## config.mk

```make
export PLATFORM = sky130hd
export DESIGN_NAME = wdt_sys_timers
export DESIGN_NICKNAME = d
export VERILOG_FILES = /design/src/logic/wdt_sys_timers_pkg.sv /design/src/logic/wdt_sys_timers.sv
export SDC_FILE = /design/constraint.sdc
export NUM_CORES = 1
export LEC_CHECK = 0
export ABC_AREA = 1
export BUFFER_PORTS_ARGS = -buffer_cell sky130_fd_sc_hd__buf_2
export CAP_MARGIN = 20
export CORE_MARGIN = 4
export CORE_UTILIZATION = 38
export CTS_CLUSTER_SIZE = 16
export DETAILED_ROUTE_END_ITERATION = 6
export GPL_ROUTABILITY_DRIVEN = 0
export MAX_ROUTING_LAYER = met4
export SLEW_MARGIN = 20
export SYNTH_ARGS = -nofsm -noshare
export SYNTH_HDL_FRONTEND = slang
export SYNTH_SLANG_ARGS = --single-unit
```

## constraint.sdc

```tcl
create_clock -name clk_i -period 3.05 [get_ports clk_i]
set_clock_uncertainty 0.05 [all_clocks]
set_input_delay 0.1525 -clock clk_i [delete_from_list [all_inputs] [get_ports clk_i]]
set_output_delay 0.1525 -clock clk_i [all_outputs]
set_load 0.005 [all_outputs]
```

## src/logic/wdt_sys_timers_pkg.sv

```systemverilog
// Package of register map, field positions and timing constants for the watchdog and system timers
`default_nettype none
package wdt_sys_timers_pkg;

	// ****************************************
	// Register byte offsets
	// ****************************************
	localparam logic [7:0] WD_CTRL_OFF = 8'h00;
	localparam logic [7:0] WD_PRESET_OFF = 8'h04;
	localparam logic [7:0] WD_COUNT_OFF = 8'h08;
	localparam logic [7:0] TMR_CTRL_OFF = 8'h0c;
	localparam logic [7:0] TMR1_PRESET_OFF = 8'h10;
	localparam logic [7:0] TMR2_PRESET_OFF = 8'h14;
	localparam logic [7:0] TMR3_PRESET_OFF = 8'h18;
	localparam logic [7:0] TMR1_COUNT_OFF = 8'h1c;
	localparam logic [7:0] TMR2_COUNT_OFF = 8'h20;
	localparam logic [7:0] TMR3_COUNT_OFF = 8'h24;
	localparam logic [7:0] IRQ_STATUS_OFF = 8'h28;
	localparam logic [7:0] IRQ_MASK_OFF = 8'h2c;

	// ****************************************
	// Field positions
	// ****************************************
	localparam int WD_CTRL_EN_BIT = 0;
	localparam int WD_CTRL_RSTMODE_BIT = 1;
	localparam int WD_CTRL_LOG_BIT = 2;
	localparam int TMR_CTRL_CASCADE_BIT = 3;
	localparam int IRQ_WD_BIT = 0;
	localparam int IRQ_TMR1_BIT = 1;
	localparam int IRQ_TMR2_BIT = 2;
	localparam int IRQ_TMR3_BIT = 3;
	localparam int IRQ_BITS = 4;

	// ****************************************
	// Reset values
	// ****************************************
	localparam logic [23:0] WD_PRESET_RST = 24'hffffff;
	localparam logic [15:0] TMR_PRESET_RST = 16'hffff;
	localparam logic [IRQ_BITS-1:0] IRQ_MASK_RST = 4'h0;

	// ****************************************
	// Timing
	// ****************************************
	localparam int CLK_FREQ_HZ = 250_000_000;
	localparam int TICK_FREQ_HZ = 1_000_000;
	localparam int TICK_DIV = CLK_FREQ_HZ / TICK_FREQ_HZ;
	localparam int CARD_RST_CYCLES = 16;

endpackage
`default_nettype wire

```

## src/logic/wdt_sys_timers.sv

```systemverilog
// Watchdog and three system timers with APB register access
`timescale 1ns/1ps
`default_nettype none
module wdt_sys_timers #(
	parameter int WD_WIDTH = 24,
	parameter int TMR_WIDTH = 16,
	parameter int TICK_DIV = wdt_sys_timers_pkg::TICK_DIV
) (
	// Clock and reset
	input wire logic clk_i,
	input wire logic sys_rst_i,
	// APB slave
	input wire logic psel_i,
	input wire logic penable_i,
	input wire logic pwrite_i,
	input wire logic [7:0] paddr_i,
	input wire logic [31:0] pwdata_i,
	output logic [31:0] prdata_o,
	output logic pready_o,
	output logic pslverr_o,
	// Events out
	output logic irq_o,
	output logic card_rst_o
);

	// ****************************************
	// Elaboration checks
	// ****************************************
	if (WD_WIDTH < 2 || WD_WIDTH > $bits(wdt_sys_timers_pkg::WD_PRESET_RST)) begin : g_wd_chk
		$error("WD_WIDTH out of range");
	end
	if (TMR_WIDTH < 2 || TMR_WIDTH > $bits(wdt_sys_timers_pkg::TMR_PRESET_RST)) begin : g_tmr_chk
		$error("TMR_WIDTH out of range");
	end
	if (TICK_DIV < 2 || TICK_DIV > 65536) begin : g_div_chk
		$error("TICK_DIV out of range");
	end

	localparam int NB = wdt_sys_timers_pkg::IRQ_BITS;

	// ****************************************
	// Declarations
	// ****************************************
	logic [15:0] div_q;
	logic tick_q;
	logic wd_en_q;
	logic wd_rstmode_q;
	logic wd_log_q;
	logic wd_reload_q;
	logic [WD_WIDTH-1:0] wd_preset_q;
	logic [WD_WIDTH-1:0] wd_cnt_q;
	logic wd_tc;
	logic cascade_q;
	logic [2:0] tmr_en_q;
	logic [2:0] tmr_reload_q;
	logic [TMR_WIDTH-1:0] tmr_preset_q [3];
	logic [TMR_WIDTH-1:0] tmr_cnt_q [3];
	logic [2:0] tmr_tc;
	logic [2:0] tmr_step;
	logic [NB-1:0] irq_stat_q;
	logic [NB-1:0] irq_mask_q;
	logic [NB-1:0] irq_ev;
	logic [7:0] rst_cnt_q;
	logic wr_acc;
	logic rd_acc;
	logic addr_ok;
	logic [31:0] rd_mux;

	// ****************************************
	// APB decode (zero wait state)
	// ****************************************
	assign wr_acc = psel_i & penable_i & pwrite_i;
	assign rd_acc = psel_i & penable_i & ~pwrite_i;

	// Address check and read mux
	always_comb begin
		addr_ok = 1'b1;
		rd_mux = 32'h0;
		unique case (paddr_i)
			wdt_sys_timers_pkg::WD_CTRL_OFF: begin
				rd_mux = {29'h0, wd_log_q, wd_rstmode_q, wd_en_q};
			end
			wdt_sys_timers_pkg::WD_PRESET_OFF: rd_mux = 32'(wd_preset_q);
			wdt_sys_timers_pkg::WD_COUNT_OFF: rd_mux = 32'(wd_cnt_q);
			wdt_sys_timers_pkg::TMR_CTRL_OFF: rd_mux = {28'h0, cascade_q, tmr_en_q};
			wdt_sys_timers_pkg::TMR1_PRESET_OFF: rd_mux = 32'(tmr_preset_q[0]);
			wdt_sys_timers_pkg::TMR2_PRESET_OFF: rd_mux = 32'(tmr_preset_q[1]);
			wdt_sys_timers_pkg::TMR3_PRESET_OFF: rd_mux = 32'(tmr_preset_q[2]);
			wdt_sys_timers_pkg::TMR1_COUNT_OFF: rd_mux = 32'(tmr_cnt_q[0]);
			wdt_sys_timers_pkg::TMR2_COUNT_OFF: rd_mux = 32'(tmr_cnt_q[1]);
			wdt_sys_timers_pkg::TMR3_COUNT_OFF: rd_mux = 32'(tmr_cnt_q[2]);
			wdt_sys_timers_pkg::IRQ_STATUS_OFF: rd_mux = 32'(irq_stat_q);
			wdt_sys_timers_pkg::IRQ_MASK_OFF: rd_mux = 32'(irq_mask_q);
			default: addr_ok = 1'b0;
		endcase
	end

	// Bus answer registers
	always_ff @(posedge clk_i) begin
		if (sys_rst_i) begin
			prdata_o <= 32'h0;
			pready_o <= 1'b0;
			pslverr_o <= 1'b0;
		end else begin
			pready_o <= psel_i & ~penable_i;
			pslverr_o <= psel_i & ~penable_i & ~addr_ok;
			prdata_o <= (psel_i & ~penable_i & ~pwrite_i) ? rd_mux : 32'h0;
		end
	end

	// ****************************************
	// 1 MHz tick divider
	// ****************************************
	always_ff @(posedge clk_i) begin
		if (sys_rst_i | card_rst_o) begin
			div_q <= 16'h0;
			tick_q <= 1'b0;
		end else if (div_q == 16'(TICK_DIV - 1)) begin
			div_q <= 16'h0;
			tick_q <= 1'b1;
		end else begin
			div_q <= div_q + 16'h1;
			tick_q <= 1'b0;
		end
	end

	// ****************************************
	// Watchdog control
	// ****************************************
	always_ff @(posedge clk_i) begin
		if (sys_rst_i | card_rst_o) begin
			wd_en_q <= 1'b0;
			wd_rstmode_q <= 1'b0;
			wd_preset_q <= wdt_sys_timers_pkg::WD_PRESET_RST[WD_WIDTH-1:0];
			wd_reload_q <= 1'b1;
		end else begin
			wd_reload_q <= 1'b0;
			if (wr_acc && paddr_i == wdt_sys_timers_pkg::WD_CTRL_OFF && !wd_rstmode_q) begin
				wd_en_q <= pwdata_i[wdt_sys_timers_pkg::WD_CTRL_EN_BIT];
				wd_rstmode_q <= pwdata_i[wdt_sys_timers_pkg::WD_CTRL_RSTMODE_BIT] &
					pwdata_i[wdt_sys_timers_pkg::WD_CTRL_EN_BIT];
				wd_reload_q <= 1'b1;
			end
			if (wr_acc && paddr_i == wdt_sys_timers_pkg::WD_PRESET_OFF) begin
				wd_preset_q <= pwdata_i[WD_WIDTH-1:0];
				wd_reload_q <= 1'b1;
			end
		end
	end

	// Watchdog counter
	assign wd_tc = wd_en_q & tick_q & (wd_cnt_q == '0);
	always_ff @(posedge clk_i) begin
		if (sys_rst_i | card_rst_o) begin
			wd_cnt_q <= wdt_sys_timers_pkg::WD_PRESET_RST[WD_WIDTH-1:0];
		end else if (wd_reload_q || wd_tc) begin
			wd_cnt_q <= wd_preset_q;
		end else if (wd_en_q && tick_q) begin
			wd_cnt_q <= wd_cnt_q - 1'b1;
		end
	end

	// Card reset stretcher and log flag
	always_ff @(posedge clk_i) begin
		if (sys_rst_i) begin
			rst_cnt_q <= 8'h0;
			card_rst_o <= 1'b0;
		end else if (wd_tc && wd_rstmode_q) begin
			rst_cnt_q <= 8'(wdt_sys_timers_pkg::CARD_RST_CYCLES - 1);
			card_rst_o <= 1'b1;
		end else if (rst_cnt_q != 8'h0) begin
			rst_cnt_q <= rst_cnt_q - 8'h1;
		end else begin
			card_rst_o <= 1'b0;
		end
	end

	// Log bit survives card reset, cleared by writing one
	always_ff @(posedge clk_i) begin
		if (sys_rst_i) begin
			wd_log_q <= 1'b0;
		end else if (wd_tc && wd_rstmode_q) begin
			wd_log_q <= 1'b1;
		end else if (wr_acc && paddr_i == wdt_sys_timers_pkg::WD_CTRL_OFF &&
			pwdata_i[wdt_sys_timers_pkg::WD_CTRL_LOG_BIT]) begin
			wd_log_q <= 1'b0;
		end
	end

	// ****************************************
	// System timers control
	// ****************************************
	always_ff @(posedge clk_i) begin
		if (sys_rst_i | card_rst_o) begin
			tmr_en_q <= 3'h0;
			cascade_q <= 1'b0;
			tmr_reload_q <= 3'h7;
			for (int i = 0; i < 3; i++) begin
				tmr_preset_q[i] <= wdt_sys_timers_pkg::TMR_PRESET_RST[TMR_WIDTH-1:0];
			end
		end else begin
			tmr_reload_q <= 3'h0;
			if (wr_acc && paddr_i == wdt_sys_timers_pkg::TMR_CTRL_OFF) begin
				tmr_en_q <= pwdata_i[2:0];
				cascade_q <= pwdata_i[wdt_sys_timers_pkg::TMR_CTRL_CASCADE_BIT];
				tmr_reload_q <= pwdata_i[2:0] & ~tmr_en_q;
			end
			for (int i = 0; i < 3; i++) begin
				if (wr_acc && paddr_i == 8'(wdt_sys_timers_pkg::TMR1_PRESET_OFF + 8'(4 * i))) begin
					tmr_preset_q[i] <= pwdata_i[TMR_WIDTH-1:0];
					tmr_reload_q[i] <= 1'b1;
				end
			end
		end
	end

	// Step enables: timer 2 counts timer 1 terminals in cascade
	always_comb begin
		tmr_step[0] = tmr_en_q[0] & tick_q;
		tmr_tc[0] = tmr_step[0] & (tmr_cnt_q[0] == '0); // Settled before timer two reads it
		tmr_step[1] = tmr_en_q[1] & (cascade_q ? tmr_tc[0] : tick_q);
		tmr_tc[1] = tmr_step[1] & (tmr_cnt_q[1] == '0);
		tmr_step[2] = tmr_en_q[2] & tick_q;
		tmr_tc[2] = tmr_step[2] & (tmr_cnt_q[2] == '0);
	end

	// Timer counters, reload on terminal count
	always_ff @(posedge clk_i) begin
		if (sys_rst_i | card_rst_o) begin
			for (int i = 0; i < 3; i++) begin
				tmr_cnt_q[i] <= wdt_sys_timers_pkg::TMR_PRESET_RST[TMR_WIDTH-1:0];
			end
		end else begin
			for (int i = 0; i < 3; i++) begin
				if (tmr_reload_q[i] || tmr_tc[i]) begin
					tmr_cnt_q[i] <= tmr_preset_q[i];
				end else if (tmr_step[i]) begin
					tmr_cnt_q[i] <= tmr_cnt_q[i] - 1'b1;
				end
			end
		end
	end

	// ****************************************
	// Interrupt status, mask, output
	// ****************************************
	assign irq_ev = {tmr_tc[2], tmr_tc[1], tmr_tc[0], wd_tc & ~wd_rstmode_q};

	// Sticky status, read clears only reported bits, new event wins
	always_ff @(posedge clk_i) begin
		if (sys_rst_i | card_rst_o) begin
			irq_stat_q <= '0;
		end else if (rd_acc && paddr_i == wdt_sys_timers_pkg::IRQ_STATUS_OFF) begin
			irq_stat_q <= (irq_stat_q & ~prdata_o[NB-1:0]) | irq_ev; // Setup-cycle events kept
		end else begin
			irq_stat_q <= irq_stat_q | irq_ev;
		end
	end

	// Mask register
	always_ff @(posedge clk_i) begin
		if (sys_rst_i | card_rst_o) begin
			irq_mask_q <= wdt_sys_timers_pkg::IRQ_MASK_RST;
		end else if (wr_acc && paddr_i == wdt_sys_timers_pkg::IRQ_MASK_OFF) begin
			irq_mask_q <= pwdata_i[NB-1:0];
		end
	end

	// Interrupt output register
	always_ff @(posedge clk_i) begin
		if (sys_rst_i | card_rst_o) begin
			irq_o <= 1'b0;
		end else begin
			irq_o <= |((irq_stat_q | irq_ev) & irq_mask_q);
		end
	end

	// ****************************************
	// Assertions
	// ****************************************
	property p_wd_dec;
		@(posedge clk_i) disable iff (sys_rst_i | card_rst_o)
		(wd_en_q && tick_q && !wd_reload_q && !wd_tc) |=> (wd_cnt_q == $past(wd_cnt_q) - 1'b1);
	endproperty
	a_wd_dec: assert property (p_wd_dec) else $error("watchdog did not decrement");

	property p_wd_preset;
		@(posedge clk_i) disable iff (sys_rst_i | card_rst_o)
		(wr_acc && paddr_i == wdt_sys_timers_pkg::WD_PRESET_OFF) |=> ##1
		(wd_cnt_q == $past(pwdata_i[WD_WIDTH-1:0], 2));
	endproperty
	a_wd_preset: assert property (p_wd_preset) else $error("preset not loaded");

	property p_wd_irq;
		@(posedge clk_i) disable iff (sys_rst_i | card_rst_o)
		(wd_tc && !wd_rstmode_q) |=> irq_stat_q[wdt_sys_timers_pkg::IRQ_WD_BIT];
	endproperty
	a_wd_irq: assert property (p_wd_irq) else $error("watchdog irq missing");

	property p_wd_lock;
		@(posedge clk_i) disable iff (sys_rst_i | card_rst_o)
		wd_rstmode_q |=> (wd_rstmode_q && wd_en_q);
	endproperty
	a_wd_lock: assert property (p_wd_lock) else $error("locked watchdog disabled");

	property p_wd_log;
		@(posedge clk_i) disable iff (sys_rst_i)
		(wd_tc && wd_rstmode_q) |=> (card_rst_o && wd_log_q) [*8];
	endproperty
	a_wd_log: assert property (p_wd_log) else $error("reset or log missing");

	property p_wd_rst;
		@(posedge clk_i) disable iff (sys_rst_i)
		$rose(card_rst_o) |-> $past(wd_tc && wd_rstmode_q);
	endproperty
	a_wd_rst: assert property (p_wd_rst) else $error("card reset without expiry");

	property p_tmr_tc;
		@(posedge clk_i) disable iff (sys_rst_i | card_rst_o)
		tmr_tc[2] |=> (irq_stat_q[wdt_sys_timers_pkg::IRQ_TMR3_BIT] && tmr_cnt_q[2] == $past(tmr_preset_q[2]));
	endproperty
	a_tmr_tc: assert property (p_tmr_tc) else $error("timer terminal mishandled");

	property p_cascade;
		@(posedge clk_i) disable iff (sys_rst_i | card_rst_o)
		(cascade_q && tmr_en_q[1] && !tmr_tc[0] && !tmr_reload_q[1]) |=> $stable(tmr_cnt_q[1]);
	endproperty
	a_cascade: assert property (p_cascade) else $error("cascaded timer moved");

	property p_tmr1_irq;
		@(posedge clk_i) disable iff (sys_rst_i | card_rst_o)
		tmr_tc[0] |=> irq_stat_q[wdt_sys_timers_pkg::IRQ_TMR1_BIT];
	endproperty
	a_tmr1_irq: assert property (p_tmr1_irq) else $error("timer one irq missing");

	property p_cascade_dec;
		@(posedge clk_i) disable iff (sys_rst_i | card_rst_o)
		(cascade_q && tmr_en_q[1] && tmr_tc[0] && !tmr_tc[1] && !tmr_reload_q[1]) |=>
		(tmr_cnt_q[1] == $past(tmr_cnt_q[1]) - 1'b1);
	endproperty
	a_cascade_dec: assert property (p_cascade_dec) else $error("cascade step missed");

	c_wd_reset: cover property (@(posedge clk_i) $rose(card_rst_o));
	c_wd_irq: cover property (@(posedge clk_i) irq_o && irq_stat_q[0]);
	c_cascade: cover property (@(posedge clk_i) cascade_q && tmr_tc[1]);

endmodule // wdt_sys_timers
`default_nettype wire

```

# [Word level (Yosys, flattened, before mapping)]
# Memories as Yosys holds them, arrays and structs flattened.
# Index checks and enable logic that the tools add are counted.
[totals] ff_bits=128 mem_bits_rw=96 in_bits=45 output_inout_bits=36 memories=2
[memory_table] memory="tmr_cnt_q" words=3 width=16 read_ports=3 rd_ports_with_merged_regs=0 write_ports=3 line="wdt_sys_timers.sv:57" text="logic [TMR_WIDTH-1:0] tmr_cnt_q [3];"
[memory_table] memory="tmr_preset_q" words=3 width=16 read_ports=3 rd_ports_with_merged_regs=0 write_ports=3 line="wdt_sys_timers.sv:56" text="logic [TMR_WIDTH-1:0] tmr_preset_q [3];"
[classes] n_addsub=6 n_eq_ne=13 muxes=56 bitwise=38 reduce_logical=35
[ops] op="$pmux 24 s12" n=1
[ops] op="$mux 16" n=9
[ops] op="$logic_not 16->1" n=3
[ops] op="$mux 24" n=2
[ops] op="$sub 16x1->16 const B" n=3
[ops] op="$mux 1" n=40
[ops] op="$eq 8x5->1 const B" n=4
[ops] op="$eq 8x6->1 const B" n=4
[ops] op="$logic_not 24->1" n=1
[ops] op="$sub 24x1->24 const B" n=1
[ops] op="$add 16x1->16 const B" n=1
[ops] op="$and 1x1->1" n=16
[ops] op="$eq 16x8->1 const B" n=1
[ops] op="$eq 8x4->1 const B" n=2
[ops] op="$reduce_or 2->1" n=7
[ops] op="$logic_and 1x1->1" n=12
[ops] op="$mux 4" n=3
[ops] op="$reduce_or 12->1" n=1
[ops] op="$or 1x1->1" n=10
[ops] op="$and 4x4->4" n=2
[ops] op="$eq 8x3->1 const B" n=1
[ops] op="$logic_not 8->1" n=1
[ops] op="$or 4x4->4" n=2
[ops] op="$reduce_bool 8->1" n=1
[ops] op="11 further kinds" n=20

# [Longest topological paths before layout]
# Gate-level depths: netlist (run 1).
# An unclocked memory read counts as a cell.
[depth] ltp_word=12 mapped_depth=12

# [Least setup slack after synthesis (run 1)]
# OpenSTA, ideal clock, no wires.
[synth_timing] kind="input port to flip-flop" from="input port paddr_i[1]" to="memory tmr_preset_q[2][0], in the netlist tmr_preset_q[0][32], enable pin" arrival_ps=1944 required_ps=2587 path_slack_ps=643 stages=5 n_path_buf=0 cell_sequence="nor2_1 > nand2_1 > nor2_1 > nand2_2 > o21ai_0"
[synth_lines] item="from (decl)" line="wdt_sys_timers.sv:16" text="input wire logic [7:0] paddr_i,"
[synth_lines] item="to (decl)" line="wdt_sys_timers.sv:56"

==> results.md, run 1 <==
- Status: complete, no violations
- Flop and latch count out of synthesis: 216
- Wirelength, routed: 34.6 mm
- Flop pwr share: 46.5%
- Row Count: 63
- DRC viols: 0
- Synth Area per Inst: 7.70 um^2
- Worst path top cell family by delay: simple AND/OR/NAND/NOR gates
- Drt via density: 5.15
- Die ar.: 0.0330 mm^2
- Layout Area Growth over Synthesis: 17.0%
- Slew @ Worst Pin: 717 ps
- # clock sinks: 216
- # H-tree levels: 1
- CP bufs+invs: 3
- Setup Fix Bufs, Post-CTS: 0
- CTS tree: done
- Critical path's slowest cell: inv_2
- EDFF count, synth: 96
- CP Launch Point: tmr_cnt_q[2][0]
- NumNets Final: 1647
- Max-cap viol count: 0
- Placed instance count: 1928
- I/O Pins: 81
- Post-DP HPWL: 25.8 mm
- Routed length per placed instance: 17.3 um
- Peak Freq: 405 MHz
- Final core occ: 45.1%
- Critical-path maximum fanout: 17
- IO buf count: 64
- Share of flip-flops with an asynchronous set or reset: 0%
- Num CTS Buffers: 25
- Slew HR: 52.0%
- First-pass GRT wire length: 54.3 mm
- Maximum clock insertion buffer count: 3
- GRT Resource Usage Total: 21.1%
- LEAKAGE: 5.82 nW
- Post-cts sizing count: 0
- Synth Flop Type: dfxtp_1
- Synth unique cells: 49
- Initial antenna violation count: 0
- Slew Limit Fails: 0
- Crit end category: register
- Int Pwr: 5.36 mW
- Share of cells above drive strength 1: 12.0%
- Launch point of the worst reg-to-reg path: tmr_cnt_q[2][0]
- Clock share of power: 44.4%
- CP dominant cell by count: inv_1
- Hold Path Origin: penable_i
- Layout Cells excl Fill: 2001
- Largest net degree at the start of global routing: 33
- Startpoint Class: register
- Register area share after synthesis: 46.1%
- Via Count: 10300
- Vias in the first global route: 9600
- # diodes: 0
- First DRT Iteration DRCs: 981
- Pwr Density: 528 mW/mm^2
- Net Sw Power: 1.72 mW
- GR Overflow Total: 0
- Cts hold-fix bufs: 28
- Ys Warns: 0
- Min Tclk post-route: 2470 ps
- Core area: 0.0297 mm^2
- Crit path DAT: 2700 ps
- Clock slew at reported path FFs: 60 ps
- Area of the mapped netlist: 0.0115 mm^2
- Drt first pass iters: 5
- Sw Ratio: 24.3%
- Initial Utilization: 38.6%
- Setup violations, final: 0
- Final hold vios: 0
- Slowest stage delay, CP: 450 ps
- Crit Path Class: register to register
- Max IR drop VDD: 0.000364 V
- Die W: 182 um
- Combinational group share of total power: 9.1%
- Min-delay worst type: input pin to register
- Crit share post-route: 80.9%
- Clock latency on the worst-skew pair: 520 ps
- CTS Root Cell: clkbuf_16
- Die Y: 182 um
- Worst Path Required: 3280 ps
- Mapped Cells: 1488
- Setup TNS: 0 ps
- Crit path cell chain: inv_1 > ha_1 > nand3_1 > nor2_1 > nand3_2 > nand4_2 > inv_2 > o211ai_1 > nand2_1 > inv_1
- Setup repair after global routing missed its margin: false
- DRT antenna net count: 0
==> metrics by stage <==
step           worst slack [ps]  hold slack, ps  power [mW]  cell area, um^2
3_3_place_gp                600             315        3.94            12300
3_5_place_dp                577             320        3.96            12300
2_1_floorplan               643             172        3.76            11500
6_report                    584            88.5        7.08            13400
5_1_grt                     384             134        7.35            13400
4_1_cts                     575            86.9        7.13            13400
==> final timing paths <==
check | end | slack (ps) | cells after the start
max | tmr_cnt_q[2][4] | 580 | 10
min | irq_stat_q[3] | 90 | 4
max reg2reg | tmr_cnt_q[2][4] | 580 | 10
min reg2reg | irq_stat_q[1] | 410 | 1
==> worst reg2reg max path: stages, from the launching register on <==
cell and delay (ps):
edfxtp_1 340, inv_1 80, ha_1 220, nand3_1 120
nor2_1 100, nand3_2 150, nand4_2 440, inv_2 460
o211ai_1 140, nand2_1 90, inv_1 30
==> cell usage in the layout (no fill, tap or decap), types with 12 or more instances in the layout <==
cell type      instances
clkbuf_16             28
nand4_1               30
buf_4                 27
o2111ai_1             12
nand3_1               87
o21ai_0               29
edfxtp_1              96
nor3_1                21
nor2_1               180
dfxtp_1              120
a21oi_1               66
nand3_2               18
inv_1                201
dlygate4sd3_1         28
buf_2                 64
o22ai_1               25
o211ai_1              35
nand2_1              372
xor2_1                46
==> final cells by class <==
class	instances	area [um^2]
clock buffer	39	792
clock inverter	6	82.6
fill	2957	16300
inverter	214	805
multi-input combinational	1016	5130
sequential	216	5290
tap	390	488
timing repair buffer	120	823
==> flip-flops by register name, summed over array words and instances, names as in the netlist, 3 cells and up <==
| signal | count |
|---|---|
| prdata_o | 24 |
| wd_cnt_q | 24 |
| div_q | 16 |
| irq_stat_q | 4 |
| tmr_reload_q | 3 |
| irq_mask_q | 4 |
| rst_cnt_q | 8 |
| tmr_cnt_q | 48 |
| tmr_en_q | 3 |
| wd_preset_q | 24 |
| tmr_preset_q | 48 |
==> cells by family (layout without fill, tap and decap cells) <==
family                   after synthesis  count (layout)  synth area share [%]
AO/OA/AOI/OAI                        196             196                  10.6
flip-flops                           216             216                  46.1
AND/OR/NAND/NOR                      747             747                  28.6
adder cells (fa/ha/maj)                9               9                 0.982
other                                  1               8                0.0327
XOR/XNOR                              56              56                  4.28
buffers and inverters                263             379                  9.39
==> routing by layer <==
metal,track usage (%),routed length (um)
met1,30.6,16000
met2,30.8,14800
met3,3.29,2700
met4,5.79,1100
met5,-,0
==> Yosys cell counts (2+ instances only) <==
master / number / area share, %
dfxtp_1: 120 / 21
nand3_1: 87 / 3.8
nand2_2: 6 / 0.33
a21oi_1: 66 / 2.9
a31oi_1: 2 / 0.11
o21ai_1: 8 / 0.35
o211ai_1: 35 / 2.3
nand3_2: 18 / 1.6
nand4_1: 30 / 1.6
nor3_1: 21 / 0.92
or2_2: 5 / 0.27
o21ai_0: 31 / 1.4
inv_1: 201 / 6.6
a211oi_1: 3 / 0.20
buf_6: 2 / 0.20
nand3b_1: 3 / 0.20
xor2_1: 46 / 3.5
nor3b_1: 4 / 0.26
nor2_4: 4 / 0.39
o21bai_1: 2 / 0.13
clkbuf_1: 16 / 0.52
inv_2: 10 / 0.33
nor4_1: 2 / 0.11
buf_4: 14 / 0.92
edfxtp_1: 96 / 25
o2111ai_1: 12 / 0.92
o31ai_1: 4 / 0.26
buf_2: 16 / 0.70
and3_1: 2 / 0.11
nor2_1: 180 / 5.9
xnor2_1: 10 / 0.76
ha_1: 9 / 0.98
nor2_2: 7 / 0.38
o21ai_2: 5 / 0.38
o22ai_1: 25 / 1.4
nand2_1: 372 / 12
clkinv_1: 2 / 0.066
==> power groups by stage <==
stage               registers [mW]  logic [mW]  clock network, mW
floorplan                     3.31       0.452                  0
global placement              3.35       0.597                  0
detailed placement            3.35       0.614                  0
CTS                           3.29       0.644               3.19
global route                  3.31       0.727               3.32
finish                        3.29       0.646               3.14
Note: power is estimated with default switching activity, not from simulation.
==> run 2, diff against run 1 <==
- ABC_AREA: 1 -> 0
- clock period: 3.05 -> 2.08 ns (I/O delays scaled with it)
==> run 2 against run 1 <==
Effect of this change:
- the run now ends with setup timing left
- fmax shrank 4.6%
- via count shrank 9.7%
- total power grew 41%
- critical path depth shrank 3
- die area shrank 8.3%
- worst setup slack lost 1100 ps
- final cell count shrank 17%
- register-to-register slack lost 1100 ps
- area after synthesis shrank 8.7%
- routed wire length shrank 5.8%
- critical endpoint is now tmr_cnt_q[1][3]
==> results.md, run 2 <==
- GRT Resource Usage Total: 21.3% (was 21.1%)
- Worst Path Required: 2280 ps (was 3280 ps)
- Max IR drop VDD: 0.000603 V (was 0.000364 V)
- Core area: 0.0270 mm^2 (was 0.0297 mm^2)
- # clock sinks: 216 (unchanged)
- GRT met2 Usage: 34.6% (was 30.8%)
- Clock latency on the worst-skew pair: 520 ps (about the same)
- Most common cell after layout, fill and taps aside: buf_4 (was nand2_1)
- Placed instance count: 1567 (was 1928)
- Ys Warns: 0 (unchanged)
- Layout Cells excl Fill: 1654 (was 2001)
- Top Usage Layer GRT: met2 (unchanged)
- Critical-path maximum fanout: 13 (was 17)
- Register area share after synthesis: 50.5% (was 46.1%)
- IO buf count: 64 (unchanged)
- Flop and latch count out of synthesis: 216 (unchanged)
- GRT met3 Usage: 4.59% (was 3.29%)
- Post-DP HPWL: 23.8 mm (was 25.8 mm)
- Status: finished, violations left (was complete, no violations)
- Initial Utilization: 38.7% (was 38.6%)
- Hold endpoint: wd_reload_q (was irq_stat_q[3])
- DRT antenna net count: 0 (unchanged)
- Synth unique cells: 63 (was 49)
- Drt via density: 5.63 (was 5.15)
- Wirelength, routed: 32.6 mm (was 34.6 mm)
- Registers with the most flip-flops: tmr_cnt_q (48), tmr_preset_q (48) (unchanged)
- DRC viols: 0 (unchanged)
- Synth Flop Type: dfxtp_1 (unchanged)
- Slew Limit Fails: 0 (unchanged)
- Crit share post-route: 124% (was 80.9%)
- Drt first pass iters: 6 (was 5)
- Min Tclk post-route: 2580 ps (was 2470 ps)
- Area of the mapped netlist: 0.0105 mm^2 (was 0.0115 mm^2)
- Num CTS Buffers: 25 (unchanged)
- Yosys top cell area share: 27.5% (was 25.1%)
- Mapped Cells: 1066 (was 1488)
- Flop2flop setup slack: -500 ps (was 580 ps)
- NumNets Final: 1349 (was 1647)
- CTS tree: done (unchanged)
- Failing checks: setup timing
- Via Count: 9309 (was 10300)
- Die W: 174 um (was 182 um)
- Cells on worst reg2reg path: 7 (was 10)
- Crit Path Class: register to register (unchanged)
- CTS Root Cell: clkbuf_16 (unchanged)
- Die ar.: 0.0303 mm^2 (was 0.0330 mm^2)
- Setup TNS: -29100 ps (was 0 ps)
- Routed length per placed instance: 19.7 um (was 17.3 um)
- Synth Area per Inst: 9.82 um^2 (was 7.70 um^2)
- Pwr Density: 721 mW/mm^2 (was 528 mW/mm^2)
- GR Overflow Total: 0 (unchanged)
- Critical R2R Capture: tmr_cnt_q[1][3] (was tmr_cnt_q[2][4])
- Pre-CTS WS: -546 ps (was 577 ps)
- Most common cell in the synthesized netlist: nand2_1 (unchanged)
- First DRT Iteration DRCs: 927 (was 981)
- Hold Path Stages: 3 (was 4)
- First-pass GRT wire length: 50.3 mm (was 54.3 mm)
- # H-tree levels: 1 (unchanged)
- Final hold vios: 0 (unchanged)
- Crit path DAT: 2780 ps (was 2700 ps)
- Slew HR: 63.6% (was 52.0%)
- Row Count: 60 (was 63)
- Share of cells above drive strength 1: 26.8% (was 12.0%)
- Synth area leaders: edfxtp_1 28%, dfxtp_1 23%, a22oi_1 5.8% (was edfxtp_1 25%, dfxtp_1 21%, nand2_1 12%)
- Setup repair after global routing missed its margin: true (was false)
- EDFF count, synth: 96 (unchanged)
- Largest net degree at the start of global routing: 33 (unchanged)
- Fillers: 2411 (was 2957)
- Hold Path Origin: paddr_i[2] (was penable_i)
- Clock slew at reported path FFs: 60 ps (about the same)
- Vias in the first global route: 8875 (was 9600)
- Peak Freq: 387 MHz (was 405 MHz)
- Final worst-path setup slack: -504 ps (was 584 ps)
- I/O Pins: 81 (unchanged)
- Grt met1 use: 27.9% (was 30.6%)
- Layout Area Growth over Synthesis: 32.0% (was 17.0%)
- Maximum clock insertion buffer count: 3 (unchanged)
- Initial antenna violation count: 0 (unchanged)
- Share of flip-flops with an asynchronous set or reset: 0% (unchanged)
- LEAKAGE: 4.93 nW (was 5.82 nW)
- Slew @ Worst Pin: 541 ps (was 717 ps)
- Synth top cells by count: 138 x nand2_1, 120 x dfxtp_1, 108 x nor2_1 (was 372 x nand2_1, 201 x inv_1, 180 x nor2_1)
- # diodes: 0 (unchanged)
- Max-cap viol count: 0 (unchanged)
- Min-delay worst type: input pin to register (unchanged)
- Die Y: 174 um (was 182 um)
- Startpoint Class: register (unchanged)
- Commonest non-fill, non-tap cells in the layout: 142 x buf_4, 133 x nand2_1, 120 x dfxtp_1 (was 372 x nand2_1, 201 x inv_1, 180 x nor2_1)
- Crit end category: register (unchanged)
- Launch point of the worst reg-to-reg path: tmr_cnt_q[0][9] (was tmr_cnt_q[2][0])
- Setup violations, final: 67 (was 0)
- Post-synthesis cell type with the largest combined area: edfxtp_1 (unchanged)
## run 2: changes by cell type in the layout (fill, tap and decap cells not counted), sizes merged, moves of 19 or more
cell   delta
xnor2    +37
nor2     -83
o22ai    -24
a22oi    +81
a21oi    -44
nor4     +19
nand2   -240
nand4    -19
buf     +135
nand3    -66
inv     -190
## run 2: cell families (layout without fill, tap and decap cells)
kind of cell	Yosys count	in the layout	synth area share, %
other	1	8	0.0358
AOI/OAI and AO/OA	231	231	17.0
adders and majority gates	9	9	1.08
muxes	11	11	1.05
buffers and inverters	88	327	3.84
and+or+nand+nor	434	435	20.2
xor gates and xnor gates	76	76	6.36
DFF	216	216	50.5
## run 2: layer usage
| metal | vias up | wire length (um) |
|---|---|---|
| li1 | 4383 | - |
| met1 | 4498 | 13600 |
| met2 | 382 | 15500 |
| met3 | 46 | 2950 |
| met4 | 0 | 533 |
| met5 | - | 0 |
## run 2: layout make-up
type	instances	area, um^2	share of cell area (%)
Clock buffer	37	746	5.40
Clock inverter	8	118	0.852
Multi-Input combinational cell	770	5050	36.5
Sequential cell	216	5290	38.3
Timing Repair Buffer	261	2110	15.3
Inverter	21	78.8	0.571
Tap cell	341	427	3.09
## run 2: worst max path at each step
stage,slack [ps],to,from,depth (start not counted)
2_1_floorplan,-580,tmr_cnt_q[1][13],tmr_cnt_q[0][9],8
3_3_place_gp,-490,tmr_cnt_q[1][7],tmr_cnt_q[0][9],6
6_report,-500,tmr_cnt_q[1][3],tmr_cnt_q[0][9],7
4_1_cts,-520,tmr_cnt_q[0][15],tmr_cnt_q[0][9],7
3_5_place_dp,-550,tmr_cnt_q[1][3],tmr_cnt_q[0][9],7
5_1_grt,-540,tmr_cnt_q[1][3],tmr_cnt_q[0][9],6
## run 2: what timing repair did
item / 4_1_cts / 5_1_grt
endpoints found under the setup margin: 75 / 92
cloned: 2 / 1
hold endpoints to repair: 80 / 0
pin swaps: 2 / 8
resized for setup: 20 / 26
hold buffers: 33 / 0
setup buffers: 3 / 4
## run 2: worst max-delay path, stage by stage, from the launching register on
cell and delay [ps]:
edfxtp_1 390, or4_4 560, or4_4 450, o31a_4 310, a31oi_4 150, buf_12 160, buf_12 140, o211ai_1 90
## run 2: power breakdown
part,internal [mW],switching [mW],total (mW)
Combinational,0.361,0.450,0.811
Sequential,4.50,0.0706,4.57
Clock,2.84,1.72,4.57
## run 2: through the flow
stage               power, mW  area (um^2)  hold WS, ps  util (%)
floorplan                5.16        10600          178         -
global placement         5.37        12300          264      45.5
detailed placement       5.38        12300          266      45.5
CTS                      10.0        13600         31.5      50.5
global route             10.3        13800         41.5      51.1
finish                   9.95        13800         65.7      51.1
